## config.mk

```make
export PLATFORM = sky130hd
export DESIGN_NAME = stc_top
export DESIGN_NICKNAME = d
export VERILOG_FILES = /design/src/rtl/stc_pkg.sv /design/src/rtl/stc_top.sv
export SDC_FILE = /design/constraint.sdc
export NUM_CORES = 1
export LEC_CHECK = 0
export BUFFER_PORTS_ARGS = -buffer_cell sky130_fd_sc_hd__buf_4
export CORE_MARGIN = 1
export CORE_UTILIZATION = 35
export CTS_BUF_LIST = sky130_fd_sc_hd__clkbuf_4 sky130_fd_sc_hd__clkbuf_8
export DETAILED_ROUTE_END_ITERATION = 8
export SYNTH_ARGS = -nofsm -noshare
export SYNTH_HDL_FRONTEND = slang
export SYNTH_SLANG_ARGS = --single-unit
```

## constraint.sdc

```tcl
create_clock -name aclk -period 11.2 [get_ports aclk]
set_clock_uncertainty 0.2 [all_clocks]
set_input_delay 0.56 -clock aclk [delete_from_list [all_inputs] [get_ports aclk]]
set_output_delay 0.56 -clock aclk [all_outputs]
set_load 0.01 [all_outputs]
```

## src/rtl/stc_pkg.sv

```systemverilog
// Constants for the seconds counter with alarm: register map, field positions, reset values.
// Assumes a 20 MHz bus clock and a slow clock that arrives on a pin.
// Behaviour
// RULE1: Prescaler field sets slow clock periods per increment; zero means 65536 periods.
// RULE2: Nonzero prescaler value increments the counter once every that many slow periods.
// RULE3: Mode bit 16 lets a set alarm flag drive the interrupt.
// RULE4: Mode bit 17 lets a set increment flag drive the interrupt.
// RULE5: Writing one to mode bit 18 restarts the divider and clears the counter.
// RULE6: Alarm fires when the counter equals the programmed alarm value plus one.
// RULE7: Value register reads return the present 32-bit count.
// RULE8: Status bit 0 reads one if an alarm happened since the last status read.
// RULE9: Status bit 1 reads one if the counter advanced since the last status read.
// RULE10: The counter is a 32-bit up counter that wraps to zero.
// RULE11: A match sets the alarm flag; a status read clears both flags.
// RULE12: After reset the alarm register holds all ones.
// RULE13: Software reads the value register until two consecutive reads agree.
// RULE14: Interrupt is OR of enabled flags; a set during a status read wins.
// RULE15: Slow clock events are synchronised into the bus clock before updating flags.
package stc_pkg;
  localparam int ADDR_W = 4;
  localparam logic [3:0] OFF_MODE = 4'h0;
  localparam logic [3:0] OFF_ALARM = 4'h4;
  localparam logic [3:0] OFF_VALUE = 4'h8;
  localparam logic [3:0] OFF_STATUS = 4'hc;
  localparam int BIT_ALARM_IE = 16;
  localparam int BIT_INC_IE = 17;
  localparam int BIT_RESTART = 18;
  localparam int BIT_ALARM_FLAG = 0;
  localparam int BIT_INC_FLAG = 1;
  localparam logic [15:0] PERIOD_RESET = 16'h8000;
  localparam logic [16:0] PERIOD_ZERO = 17'h10000;
  localparam logic [31:0] ALARM_RESET = 32'hffffffff;
  localparam logic [1:0] RESP_OKAY = 2'h0;
  localparam logic [1:0] RESP_SLVERR = 2'h2;
endpackage : stc_pkg

```

## src/rtl/stc_top.sv

```systemverilog
// Seconds counter with alarm behind an AXI4-Lite slave.
// Assumes slow_clock is a free-running pin, far slower than aclk, sampled through two flip-flops.
//
// Decided for this implementation: the AXI4-Lite interface to the registers.
`timescale 1ns/100ps
module stc_top (
  input wire logic aclk,
  input wire logic aresetn,
  input wire logic slow_clock,
  input wire logic [stc_pkg::ADDR_W-1:0] s_axi_awaddr,
  input wire logic [2:0] s_axi_awprot,
  input wire logic s_axi_awvalid,
  output logic s_axi_awready,
  input wire logic [31:0] s_axi_wdata,
  input wire logic [3:0] s_axi_wstrb,
  input wire logic s_axi_wvalid,
  output logic s_axi_wready,
  output logic [1:0] s_axi_bresp,
  output logic s_axi_bvalid,
  input wire logic s_axi_bready,
  input wire logic [stc_pkg::ADDR_W-1:0] s_axi_araddr,
  input wire logic [2:0] s_axi_arprot,
  input wire logic s_axi_arvalid,
  output logic s_axi_arready,
  output logic [31:0] s_axi_rdata,
  output logic [1:0] s_axi_rresp,
  output logic s_axi_rvalid,
  input wire logic s_axi_rready,
  output logic irq
);

  // Write channel progress: which halves of a write are held, then the response.
  typedef enum logic [2:0] {
    WR_IDLE,
    WR_GOT_ADDR,
    WR_GOT_DATA,
    WR_BOTH,
    WR_RESP
  } stc_wr_state_t;

  typedef struct packed {
    logic sync1;
    logic sync2;
    logic sync3;
    logic [15:0] presc_cnt;
    logic [31:0] current_count;
    logic [15:0] prescale_period;
    logic alarm_irq_enable;
    logic increment_irq_enable;
    logic [31:0] alarm_value;
    logic alarm_flag;
    logic increment_flag;
    stc_wr_state_t wr_state;
    logic [stc_pkg::ADDR_W-1:0] aw_addr;
    logic [31:0] w_data;
    logic [3:0] w_strb;
    logic [1:0] bresp;
    logic rvalid;
    logic [31:0] rdata;
    logic [1:0] rresp;
  } stc_state_t;

  stc_state_t q;
  stc_state_t next_q;

  // Merges write data into an old word under the byte strobes.
  function automatic logic [31:0] stc_merge(input logic [31:0] old_w, input logic [31:0] new_w,
                                            input logic [3:0] strb);
    logic [31:0] res;
    res = old_w;
    for (int i = 0; i < 4; i++) begin
      if (strb[i]) begin
        res[i*8 +: 8] = new_w[i*8 +: 8];
      end
    end
    return res;
  endfunction : stc_merge

  logic slow_tick;
  logic aw_take;
  logic w_take;
  logic [stc_pkg::ADDR_W-1:0] wr_offset;
  logic [stc_pkg::ADDR_W-1:0] rd_offset;
  logic sel_mode_wr;
  logic sel_alarm_wr;
  logic [31:0] status_word;
  logic [31:0] alarm_target;
  logic do_write;
  logic do_read;
  logic status_read;
  logic restart;
  logic [16:0] period_eff;
  logic [16:0] presc_next;
  logic [31:0] mode_word;
  logic [31:0] merged;
  logic [31:0] count_after;
  logic count_changed;
  logic inc_event;
  logic alarm_event;

  assign s_axi_awready = (q.wr_state == WR_IDLE) || (q.wr_state == WR_GOT_DATA);
  assign s_axi_wready = (q.wr_state == WR_IDLE) || (q.wr_state == WR_GOT_ADDR);
  assign s_axi_arready = !q.rvalid;
  assign s_axi_bvalid = (q.wr_state == WR_RESP);
  assign s_axi_bresp = q.bresp;
  assign s_axi_rvalid = q.rvalid;
  assign s_axi_rdata = q.rdata;
  assign s_axi_rresp = q.rresp;
  assign irq = (q.alarm_flag && q.alarm_irq_enable) || (q.increment_flag && q.increment_irq_enable); // [RULE3] [RULE4] [RULE14]

  always_comb begin
    next_q = q;
    // Rising edges of the resynchronised slow clock drive the divider.
    next_q.sync1 = slow_clock;
    next_q.sync2 = q.sync1;
    next_q.sync3 = q.sync2;
    slow_tick = q.sync2 && !q.sync3; // [RULE15]

    mode_word = 32'h0;
    mode_word[15:0] = q.prescale_period;
    mode_word[stc_pkg::BIT_ALARM_IE] = q.alarm_irq_enable;
    mode_word[stc_pkg::BIT_INC_IE] = q.increment_irq_enable;

    // Write channel: address and data are taken in either order, then applied once both are held.
    aw_take = s_axi_awvalid && s_axi_awready;
    w_take = s_axi_wvalid && s_axi_wready;
    if (aw_take) begin
      next_q.aw_addr = s_axi_awaddr;
    end
    if (w_take) begin
      next_q.w_data = s_axi_wdata;
      next_q.w_strb = s_axi_wstrb;
    end
    do_write = 1'b0;
    unique case (q.wr_state)
      WR_IDLE: begin
        if (aw_take && w_take) begin
          next_q.wr_state = WR_BOTH;
        end else if (aw_take) begin
          next_q.wr_state = WR_GOT_ADDR;
        end else if (w_take) begin
          next_q.wr_state = WR_GOT_DATA;
        end
      end
      WR_GOT_ADDR: begin
        if (w_take) begin
          next_q.wr_state = WR_BOTH;
        end
      end
      WR_GOT_DATA: begin
        if (aw_take) begin
          next_q.wr_state = WR_BOTH;
        end
      end
      WR_BOTH: begin
        do_write = 1'b1;
        next_q.wr_state = WR_RESP;
      end
      WR_RESP: begin
        if (s_axi_bready) begin
          next_q.wr_state = WR_IDLE;
        end
      end
      default: begin
        next_q.wr_state = WR_IDLE;
      end
    endcase
    wr_offset = {q.aw_addr[stc_pkg::ADDR_W-1:2], 2'b00};
    sel_mode_wr = do_write && (wr_offset == stc_pkg::OFF_MODE);
    sel_alarm_wr = do_write && (wr_offset == stc_pkg::OFF_ALARM);
    restart = 1'b0;
    merged = stc_merge(mode_word, q.w_data, q.w_strb);
    if (do_write) begin
      next_q.bresp = stc_pkg::RESP_OKAY;
    end
    if (sel_mode_wr) begin
      next_q.prescale_period = merged[15:0];
      next_q.alarm_irq_enable = merged[stc_pkg::BIT_ALARM_IE];
      next_q.increment_irq_enable = merged[stc_pkg::BIT_INC_IE];
      restart = q.w_strb[2] && q.w_data[stc_pkg::BIT_RESTART]; // [RULE5]
    end
    if (sel_alarm_wr) begin
      next_q.alarm_value = stc_merge(q.alarm_value, q.w_data, q.w_strb);
    end

    // Divider and counter.
    period_eff = (q.prescale_period == 16'h0) ? stc_pkg::PERIOD_ZERO : {1'b0, q.prescale_period}; // [RULE1]
    presc_next = {1'b0, q.presc_cnt} + 17'h1;
    inc_event = 1'b0;
    count_after = q.current_count;
    if (restart) begin
      next_q.presc_cnt = 16'h0;
      count_after = 32'h0;
    end else if (slow_tick) begin
      if (presc_next >= period_eff) begin // [RULE2]
        next_q.presc_cnt = 16'h0;
        count_after = q.current_count + 32'h1; // [RULE10]
        inc_event = 1'b1;
      end else begin
        next_q.presc_cnt = presc_next[15:0];
      end
    end
    next_q.current_count = count_after;
    count_changed = restart || inc_event;
    alarm_target = q.alarm_value + 32'h1;
    alarm_event = count_changed && (count_after == alarm_target); // [RULE6] [RULE11]

    // Read channel: one-cycle answer; a status read clears the flags.
    do_read = s_axi_arvalid && s_axi_arready;
    rd_offset = {s_axi_araddr[stc_pkg::ADDR_W-1:2], 2'b00};
    status_read = 1'b0;
    status_word = 32'h0;
    status_word[stc_pkg::BIT_ALARM_FLAG] = q.alarm_flag; // [RULE8]
    status_word[stc_pkg::BIT_INC_FLAG] = q.increment_flag; // [RULE9]
    if (do_read) begin
      next_q.rvalid = 1'b1;
      next_q.rresp = stc_pkg::RESP_OKAY;
      next_q.rdata = 32'h0;
      unique case (rd_offset)
        stc_pkg::OFF_MODE: begin
          next_q.rdata = mode_word;
        end
        stc_pkg::OFF_ALARM: begin
          next_q.rdata = q.alarm_value;
        end
        stc_pkg::OFF_VALUE: begin
          next_q.rdata = q.current_count; // [RULE7] [RULE13]
        end
        stc_pkg::OFF_STATUS: begin
          next_q.rdata = status_word;
          status_read = 1'b1;
        end
        default: begin
          next_q.rresp = stc_pkg::RESP_SLVERR;
        end
      endcase
    end else if (q.rvalid && s_axi_rready) begin
      next_q.rvalid = 1'b0;
    end

    // Sticky flags: the set outranks the clear from a status read.
    next_q.alarm_flag = alarm_event || (q.alarm_flag && !status_read); // [RULE11] [RULE14]
    next_q.increment_flag = inc_event || (q.increment_flag && !status_read); // [RULE9] [RULE14]
  end

  always_ff @(posedge aclk) begin
    if (!aresetn) begin
      q <= '0;
      q.prescale_period <= stc_pkg::PERIOD_RESET;
      q.alarm_value <= stc_pkg::ALARM_RESET; // [RULE12]
    end else begin
      q <= next_q;
    end
  end

endmodule : stc_top

```

==> results.md, run 1 <==
- Status: complete, no violations
- Critical R2R Launch: q[164]
- Worst hold path type: input port to flip-flop
- CP Capture Type: flip-flop
- Slew headroom: about 30%
- Avg WL per Cell: 16.6 um
- Pin count of the biggest net entering global routing: 113
- Synth Area in Compound Gates: 16.3%
- Clk buf depth: 2
- Die Span Y: 168 um
- Wirelength, routed: 25900 um
- Flops & latches, synth: ~180
- Fin crit share: 51.6%
- IO Port Bufs: 85
- TritonCTS buffer count: 17
- Maximum Capacitance Violations: 0
- Worst hold path stage count: 2
- LEAKAGE: between 4 and 5 nW
- Post-CTS Setup Bufs: 0
- Share of layout cells above drive strength 1: approximately 13%
- Mapped Avg Cell Area: 8.08 um^2
- Mux cell area share after synthesis: 2.87%
- Final-report hold violation count: 0
- Final setup TNS: 0 ns
- Worst Setup Slack, final: 5.42 ns
- Final non-filler cell total: 1558
- Clk sinks: 177
- Worst vdd ir: 70.2 uV
- Initial antenna violation count: 0
- Ys Warns: 0
- CP Data Required Time: approximately 11 ns
- Die W: 168 um
- Area of the mapped netlist: 9670 um^2
- Cts hold-fix bufs: 0
- Routability cong.: 0.897
- Htree depth: 4
- Total gr overflow: 0
- Clock root buffer master: clkbuf_8
- RSZ-0062 raised after global routing: no
- Post-CTS sizing: 0
- Async set-reset flop share out of synthesis: 0%
- Antenna fix cells: 0
- Clock transition at the registers of the reported paths: 0.12 ns
- Layout area overhead: 10.4%
- Final Max Slew Viols: 0
- XOR/XNOR share of the synthesized area: 8.16%
- Die area: approximately 28000 um^2
- Number of instances in the placed design: 1526
- Worst-Margin Slew: 1.06 ns
- Initial Util: 35.8%
- Post-synthesis cell type count: 75
- Synth Flop Type: dfxtp_1
- CTS tree: built
- Post-synth EDFFs: 0
- R2R cell count: 20
- Main combinational cell family by area after synthesis: simple AND/OR/NAND/NOR gates
- Via count: 8256
- Ranking of synthesized cells by area: dfxtp_1 37%, nand2_1 9.4%, nand3_1 5.1%, xnor2_1 4.2%, a21boi_0 4.1%
- WP data arrival: 5.97 ns
- Yosys top cell by area: dfxtp_1
- Tot Pwr: 0.00126 W
- CORE AREA: 27000 um^2
- Number of global-route vias before repair: 7760
- Setup violators final: 0
- Share of the synthesized area in the top cell type: 36.7%
- Worst R2R Setup Slack: around 5.4 ns
- Final Net Count: 1282
- Crit path launch type: flip-flop
- Remaining DRCs: 0
- Final min period: 5.78 ns
- Seq/Total Area, Yosys: a little over a third
- Hold wc startpoint: slow_clock
- FP Rows: 60
- IO Pins: 100
- PwrDens: 118 nW/um^2
- RR Endpoint: q[81]
- Clk Latency, worst-skew pair: 0.47 ns
- Setup CP Type: flip-flop to flip-flop
- Detailed Routing Iterations Pass 1: 5
- GR Util All Layers: about a fifth
- Pre-CTS setup slack: 5.51 ns
- Final Util: around two fifths
- Post-Synth Adder-Cell Area: 2.59%
- Post-DP HPWL: 18600 um
- Routed Antenna Nets: 0
- Vias per cell: 5.30
- Max FO, Critical Path: 13
- Worst Hold Path EP: next_q[181]
- FMAX: 173 MHz
- Post-Synth Simple-Gate Area: between 20% and 30%
- First-pass GRT wire length: 41800 um
- Detailed router's first-iteration violation count: 569
- Syn Inst Count: ~1200
- FILL cells: 2790
[through the flow]
step / hold slack, ns / area (um^2)
CTS: 0.0744 / 10700
detailed placement: 0.239 / 10300
global route: 0.0893 / 10700
floorplan: 0.212 / 9680
global placement: 0.230 / 10300
finish: 0.0886 / 10700
[synthesized netlist by cell type, drive strengths merged (3+ instances only)]
| library cell | count |
|---|---|
| nand4 | 18 |
| o21ai | 18 |
| o221ai | 3 |
| nand3 | 99 |
| and4 | 6 |
| ha | 20 |
| o22ai | 3 |
| o21ba | 3 |
| clkbuf | 58 |
| mux2i | 21 |
| nor2 | 83 |
| a22oi | 17 |
| inv | 23 |
| nand2 | 243 |
| nor2b | 10 |
| nor4 | 18 |
| xnor2 | 46 |
| a21oi | 32 |
| xor2 | 44 |
| and3 | 21 |
| nor3 | 14 |
| buf | 51 |
| and2 | 14 |
| a21boi | 54 |
| or3 | 3 |
| nand2b | 5 |
| o211ai | 18 |
| o211a | 32 |
| o41ai | 3 |
| dfxtp | 177 |
[sequential cells by signal, indices dropped and copies added, names as in the netlist]
register and flops:
next_q 2, q 124, s_axi_rvalid 1, mode_word 18, s_axi_rdata 32
[worst max-delay path: stages, from the launching register on]
cell	delay, ns
dfxtp_1	0.43
ha_1	0.24
and3_1	0.24
and3_1	0.24
and3_1	0.28
and2_1	0.22
and3_1	0.24
and3_1	0.20
ha_1	0.26
nand4_2	0.18
nor2_1	0.07
a221o_1	0.41
a211oi_2	0.68
buf_4	0.34
nor4_1	0.10
o211a_1	0.23
a2111oi_0	0.36
nand3_1	0.13
nor4_1	0.30
nand4_1	0.16
o31ai_2	0.19
[how the worst max path moves through the flow]
stage | slack [ns] | end | startpoint
floorplan | 6.50 | q[81] | q[164]
global placement | 5.54 | q[81] | q[164]
detailed placement | 5.51 | q[81] | q[164]
CTS | 5.44 | q[81] | q[164]
global route | 4.90 | q[81] | q[164]
finish | 5.42 | q[81] | q[164]
[cell usage in the layout, fill, tap and decap left out, types with 4 or more instances in the layout]
cell / count
inv_1: 23
and4_1: 5
nor4_1: 15
xor2_1: 44
nor2b_1: 8
nand3_1: 99
conb_1: 4
clkbuf_8: 17
mux2i_1: 21
nand2b_1: 4
inv_8: 5
nor3_1: 13
xnor2_1: 46
and3_1: 21
o211a_1: 32
buf_4: 95
o211ai_1: 18
a22oi_1: 17
a21boi_0: 53
dfxtp_1: 177
o21ai_0: 15
nand4_1: 15
a21oi_1: 31
and2_1: 14
ha_1: 20
nor2_1: 82
nand2_1: 243
[layout make-up]
cell class,count,area (um^2),area share (%)
Multi-Input combinational cell,890,5480,51.4
Sequential cell,177,3540,33.2
Timing Repair Buffer,95,713,6.68
Tap cell,341,427,4.00
Clock buffer,17,234,2.19
Clock inverter,15,185,1.74
Inverter,23,86.3,0.809
[layer usage]
layer	part of all wire (%)	vias up	track usage (%)
li1	-	4119	-
met1	47	3877	25.3
met2	46	219	29.6
met3	4.5	41	2.91
met4	2.8	0	7.31
met5	0	-	0
[power by group]
group          internal (W)  switching, W
registers          0.000649     0.0000168
logic             0.0000571     0.0000690
clock network      0.000191      0.000275
[kinds of logic (layout without fill, tap and decap cells)]
logic type               Yosys count  in the layout
other                              1              4
AO/OA/AOI/OAI                    206            206
adder cells (fa/ha/maj)           20             20
AND/OR/NAND/NOR                  545            545
multiplexers                      25             25
XOR/XNOR                          90             90
flip-flops                       177            177
buffers and inverters            132            150
Note: power is estimated with default switching activity, not from simulation.
==> run 2: changes to the inputs <==
clock period = 5.9 ns   (was 11.2 ns; I/O delays follow)
==> run 2 against run 1 <==
Compared with the run above: die area unchanged; non-clock buffer count grew 48; routed wire length decreased by 0.53%; critical path type unchanged.
==> results.md, run 2 (same netlist as run 1, synthesis figures left out) <==
- Hold slack: 0.215 ns (was 0.0886 ns)
- Worst vdd ir: 105 uV (was 70.2 uV)
- Die Span Y: 168 um (unchanged)
- TritonCTS buffer count: 17 (unchanged)
- Share of layout cells above drive strength 1: 12.4% (was 12.8%)
- Final Net Count: 1330 (was 1282)
- Setup crit start: q[164] (unchanged)
- Setup CP Type: flip-flop to flip-flop (unchanged)
- Vias per cell: 5.26 (was 5.30)
- Post-CTS Setup Bufs: 0 (unchanged)
- Worst hold path type: input port to flip-flop (unchanged)
- Wirelength, routed: 25800 um (was 25900 um)
- Worst-Margin Slew: 1.07 ns (was 1.06 ns)
- Reg with most FFs: q (unchanged)
- FILL cells: 2743 (was 2790)
- Reg area: 3540 um^2 (unchanged)
- CORE AREA: 27000 um^2 (unchanged)
- Die area: 28300 um^2 (unchanged)
- Clk buf depth: 2 (unchanged)
- Max FO, Critical Path: 13 (unchanged)
- Total gr overflow: 0 (unchanged)
- Flop pwr share: 52.8% (was 52.9%)
- Status: complete, no violations (unchanged)
- Number of global-route vias before repair: 7845 (was 7760)
- Critical R2R Launch: q[164] (unchanged)
- Routability cong.: 0.902 (was 0.897)
- Remaining DRCs: 0 (unchanged)
- Power share of the clock group: 36.2% (was 37.0%)
- Clock transition at the registers of the reported paths: 0.11 ns (was 0.12 ns)
- CP Capture Type: flip-flop (unchanged)
- IO Port Bufs: 85 (unchanged)
- Layout area overhead: 15.2% (was 10.4%)
- Fin crit share: 93.0% (was 51.6%)
- Sw Ratio: 28.2% (was 28.7%)
- Final min period: 5.49 ns (was 5.78 ns)
- Antenna fix cells: 0 (unchanged)
- Maximum Capacitance Violations: 0 (unchanged)
- Final-report hold violation count: 0 (unchanged)
- Detailed router's first-iteration violation count: 528 (was 569)
- Pint: 0.00172 W (was 0.000897 W)
- Clk Latency, worst-skew pair: 0.48 ns (was 0.47 ns)
- First-pass GRT wire length: 42000 um (was 41800 um)
- Post-DP HPWL: 18600 um (about the same)
- Pin count of the biggest net entering global routing: 115 (was 113)
- Final Max Slew Viols: 0 (unchanged)
- Clock root buffer master: clkbuf_8 (unchanged)
- Avg WL per Cell: 16.1 um (was 16.6 um)
- Post-CTS sizing: 0 (unchanged)
- Clk sinks: 177 (unchanged)
- Hold wc startpoint: s_axi_araddr[2] (was slow_clock)
- Routed Antenna Nets: 0 (unchanged)
- FP Rows: 60 (unchanged)
- FMAX: 182 MHz (was 173 MHz)
- CTS tree: built (unchanged)
- CP Data Required Time: 6.08 ns (was 11.38 ns)
- Htree depth: 4 (unchanged)
- Die W: 168 um (unchanged)
- Slew headroom: 28.8% (was 29.4%)
- Power share of the combinational group: 11.0% (was 10.0%)
- PwrDens: 215 nW/um^2 (was 118 nW/um^2)
- Initial antenna violation count: 0 (unchanged)
- Most common cell after layout, fill and taps aside: nand2_1 (unchanged)
- Detailed Routing Iterations Pass 1: 5 (unchanged)
- Most frequent cells in the layout: 243 x nand2_1, 177 x dfxtp_1, 99 x nand3_1, 97 x buf_4, 82 x nor2_1 (was 243 x nand2_1, 177 x dfxtp_1, 99 x nand3_1, 95 x buf_4, 82 x nor2_1)
- Area occupied by multi-input gates: 5480 um^2 (unchanged)
- Number of flip-flops under the largest register name: 124 (unchanged)
- LEAKAGE: 4.88 nW (was 4.69 nW)
- Cts hold-fix bufs: 46 (was 0)
- Via count: 8447 (was 8256)
- WP data arrival: 5.66 ns (was 5.97 ns)
- GR Util All Layers: 18.6% (about the same)
- Initial Util: 35.8% (unchanged)
- Final setup TNS: 0 ns (unchanged)
- NetSw: 0.000675 W (was 0.000361 W)
- IO Pins: 100 (unchanged)
- Setup violators final: 0 (unchanged)
- RSZ-0062 raised after global routing: no (unchanged)
- Crit path launch type: flip-flop (unchanged)
==> run 2: power by group through the flow <==
stage / combinational, W / clock, W / sequential, W
2_1_floorplan: 0.000177 / 0 / 0.00128
3_3_place_gp: 0.000239 / 0 / 0.00129
3_5_place_dp: 0.000240 / 0 / 0.00129
4_1_cts: 0.000264 / 0.000885 / 0.00126
5_1_grt: 0.000289 / 0.000939 / 0.00127
6_report: 0.000263 / 0.000865 / 0.00126
==> run 2: routing by layer <==
layer | part of all wire, % | global-route usage, %
met1 | 47 | 25.3
met2 | 46 | 29.8
met3 | 5.0 | 3.01
met4 | 2.4 | 6.64
met5 | 0 | 0
==> run 2: final cells by class <==
| type | instances | share of cell area (%) |
|---|---|---|
| timing repair buffer | 143 | 10.7 |
| sequential | 177 | 31.8 |
| inverter | 23 | 0.776 |
| multi-input combinational | 890 | 49.3 |
| clock buffer | 17 | 2.10 |
| tap | 341 | 3.83 |
| clock inverter | 14 | 1.51 |
==> run 2: stage by stage <==
stage | setup WS (ns) | utilization [%] | instances | cell area [um^2] | total power (W)
detailed placement | 0.499 | 38.0 | 1528 | 10300 | 0.00153
floorplan | 1.20 | - | 1199 | 9680 | 0.00145
global placement | 0.588 | 38.0 | 1528 | 10300 | 0.00153
CTS | 0.456 | 41.2 | 1605 | 11100 | 0.00241
finish | 0.414 | 41.2 | 1605 | 11100 | 0.00239
global route | 0.0242 | 41.2 | 1605 | 11100 | 0.00250
==> run 2: final timing paths <==
kind	slack [ns]	end	cells after the start
max	0.41	q[81]	20
min	0.21	s_axi_rdata[11]	3
max reg2reg	0.41	q[81]	20
min reg2reg	0.25	next_q[180]	1
==> run 2: worst max-delay path: stages, from the launching register on <==
cell,delay (ns)
dfxtp_1,0.43
ha_1,0.24
and3_1,0.24
and3_1,0.25
and3_1,0.27
and2_1,0.22
and3_1,0.25
and3_1,0.19
ha_1,0.25
nand4_2,0.17
nor2_1,0.07
a221o_1,0.41
a211oi_2,0.44
buf_4,0.29
nor4_1,0.11
o211a_1,0.24
a2111oi_0,0.38
nand3_1,0.14
nor4_1,0.27
nand4_1,0.15
o31ai_2,0.19
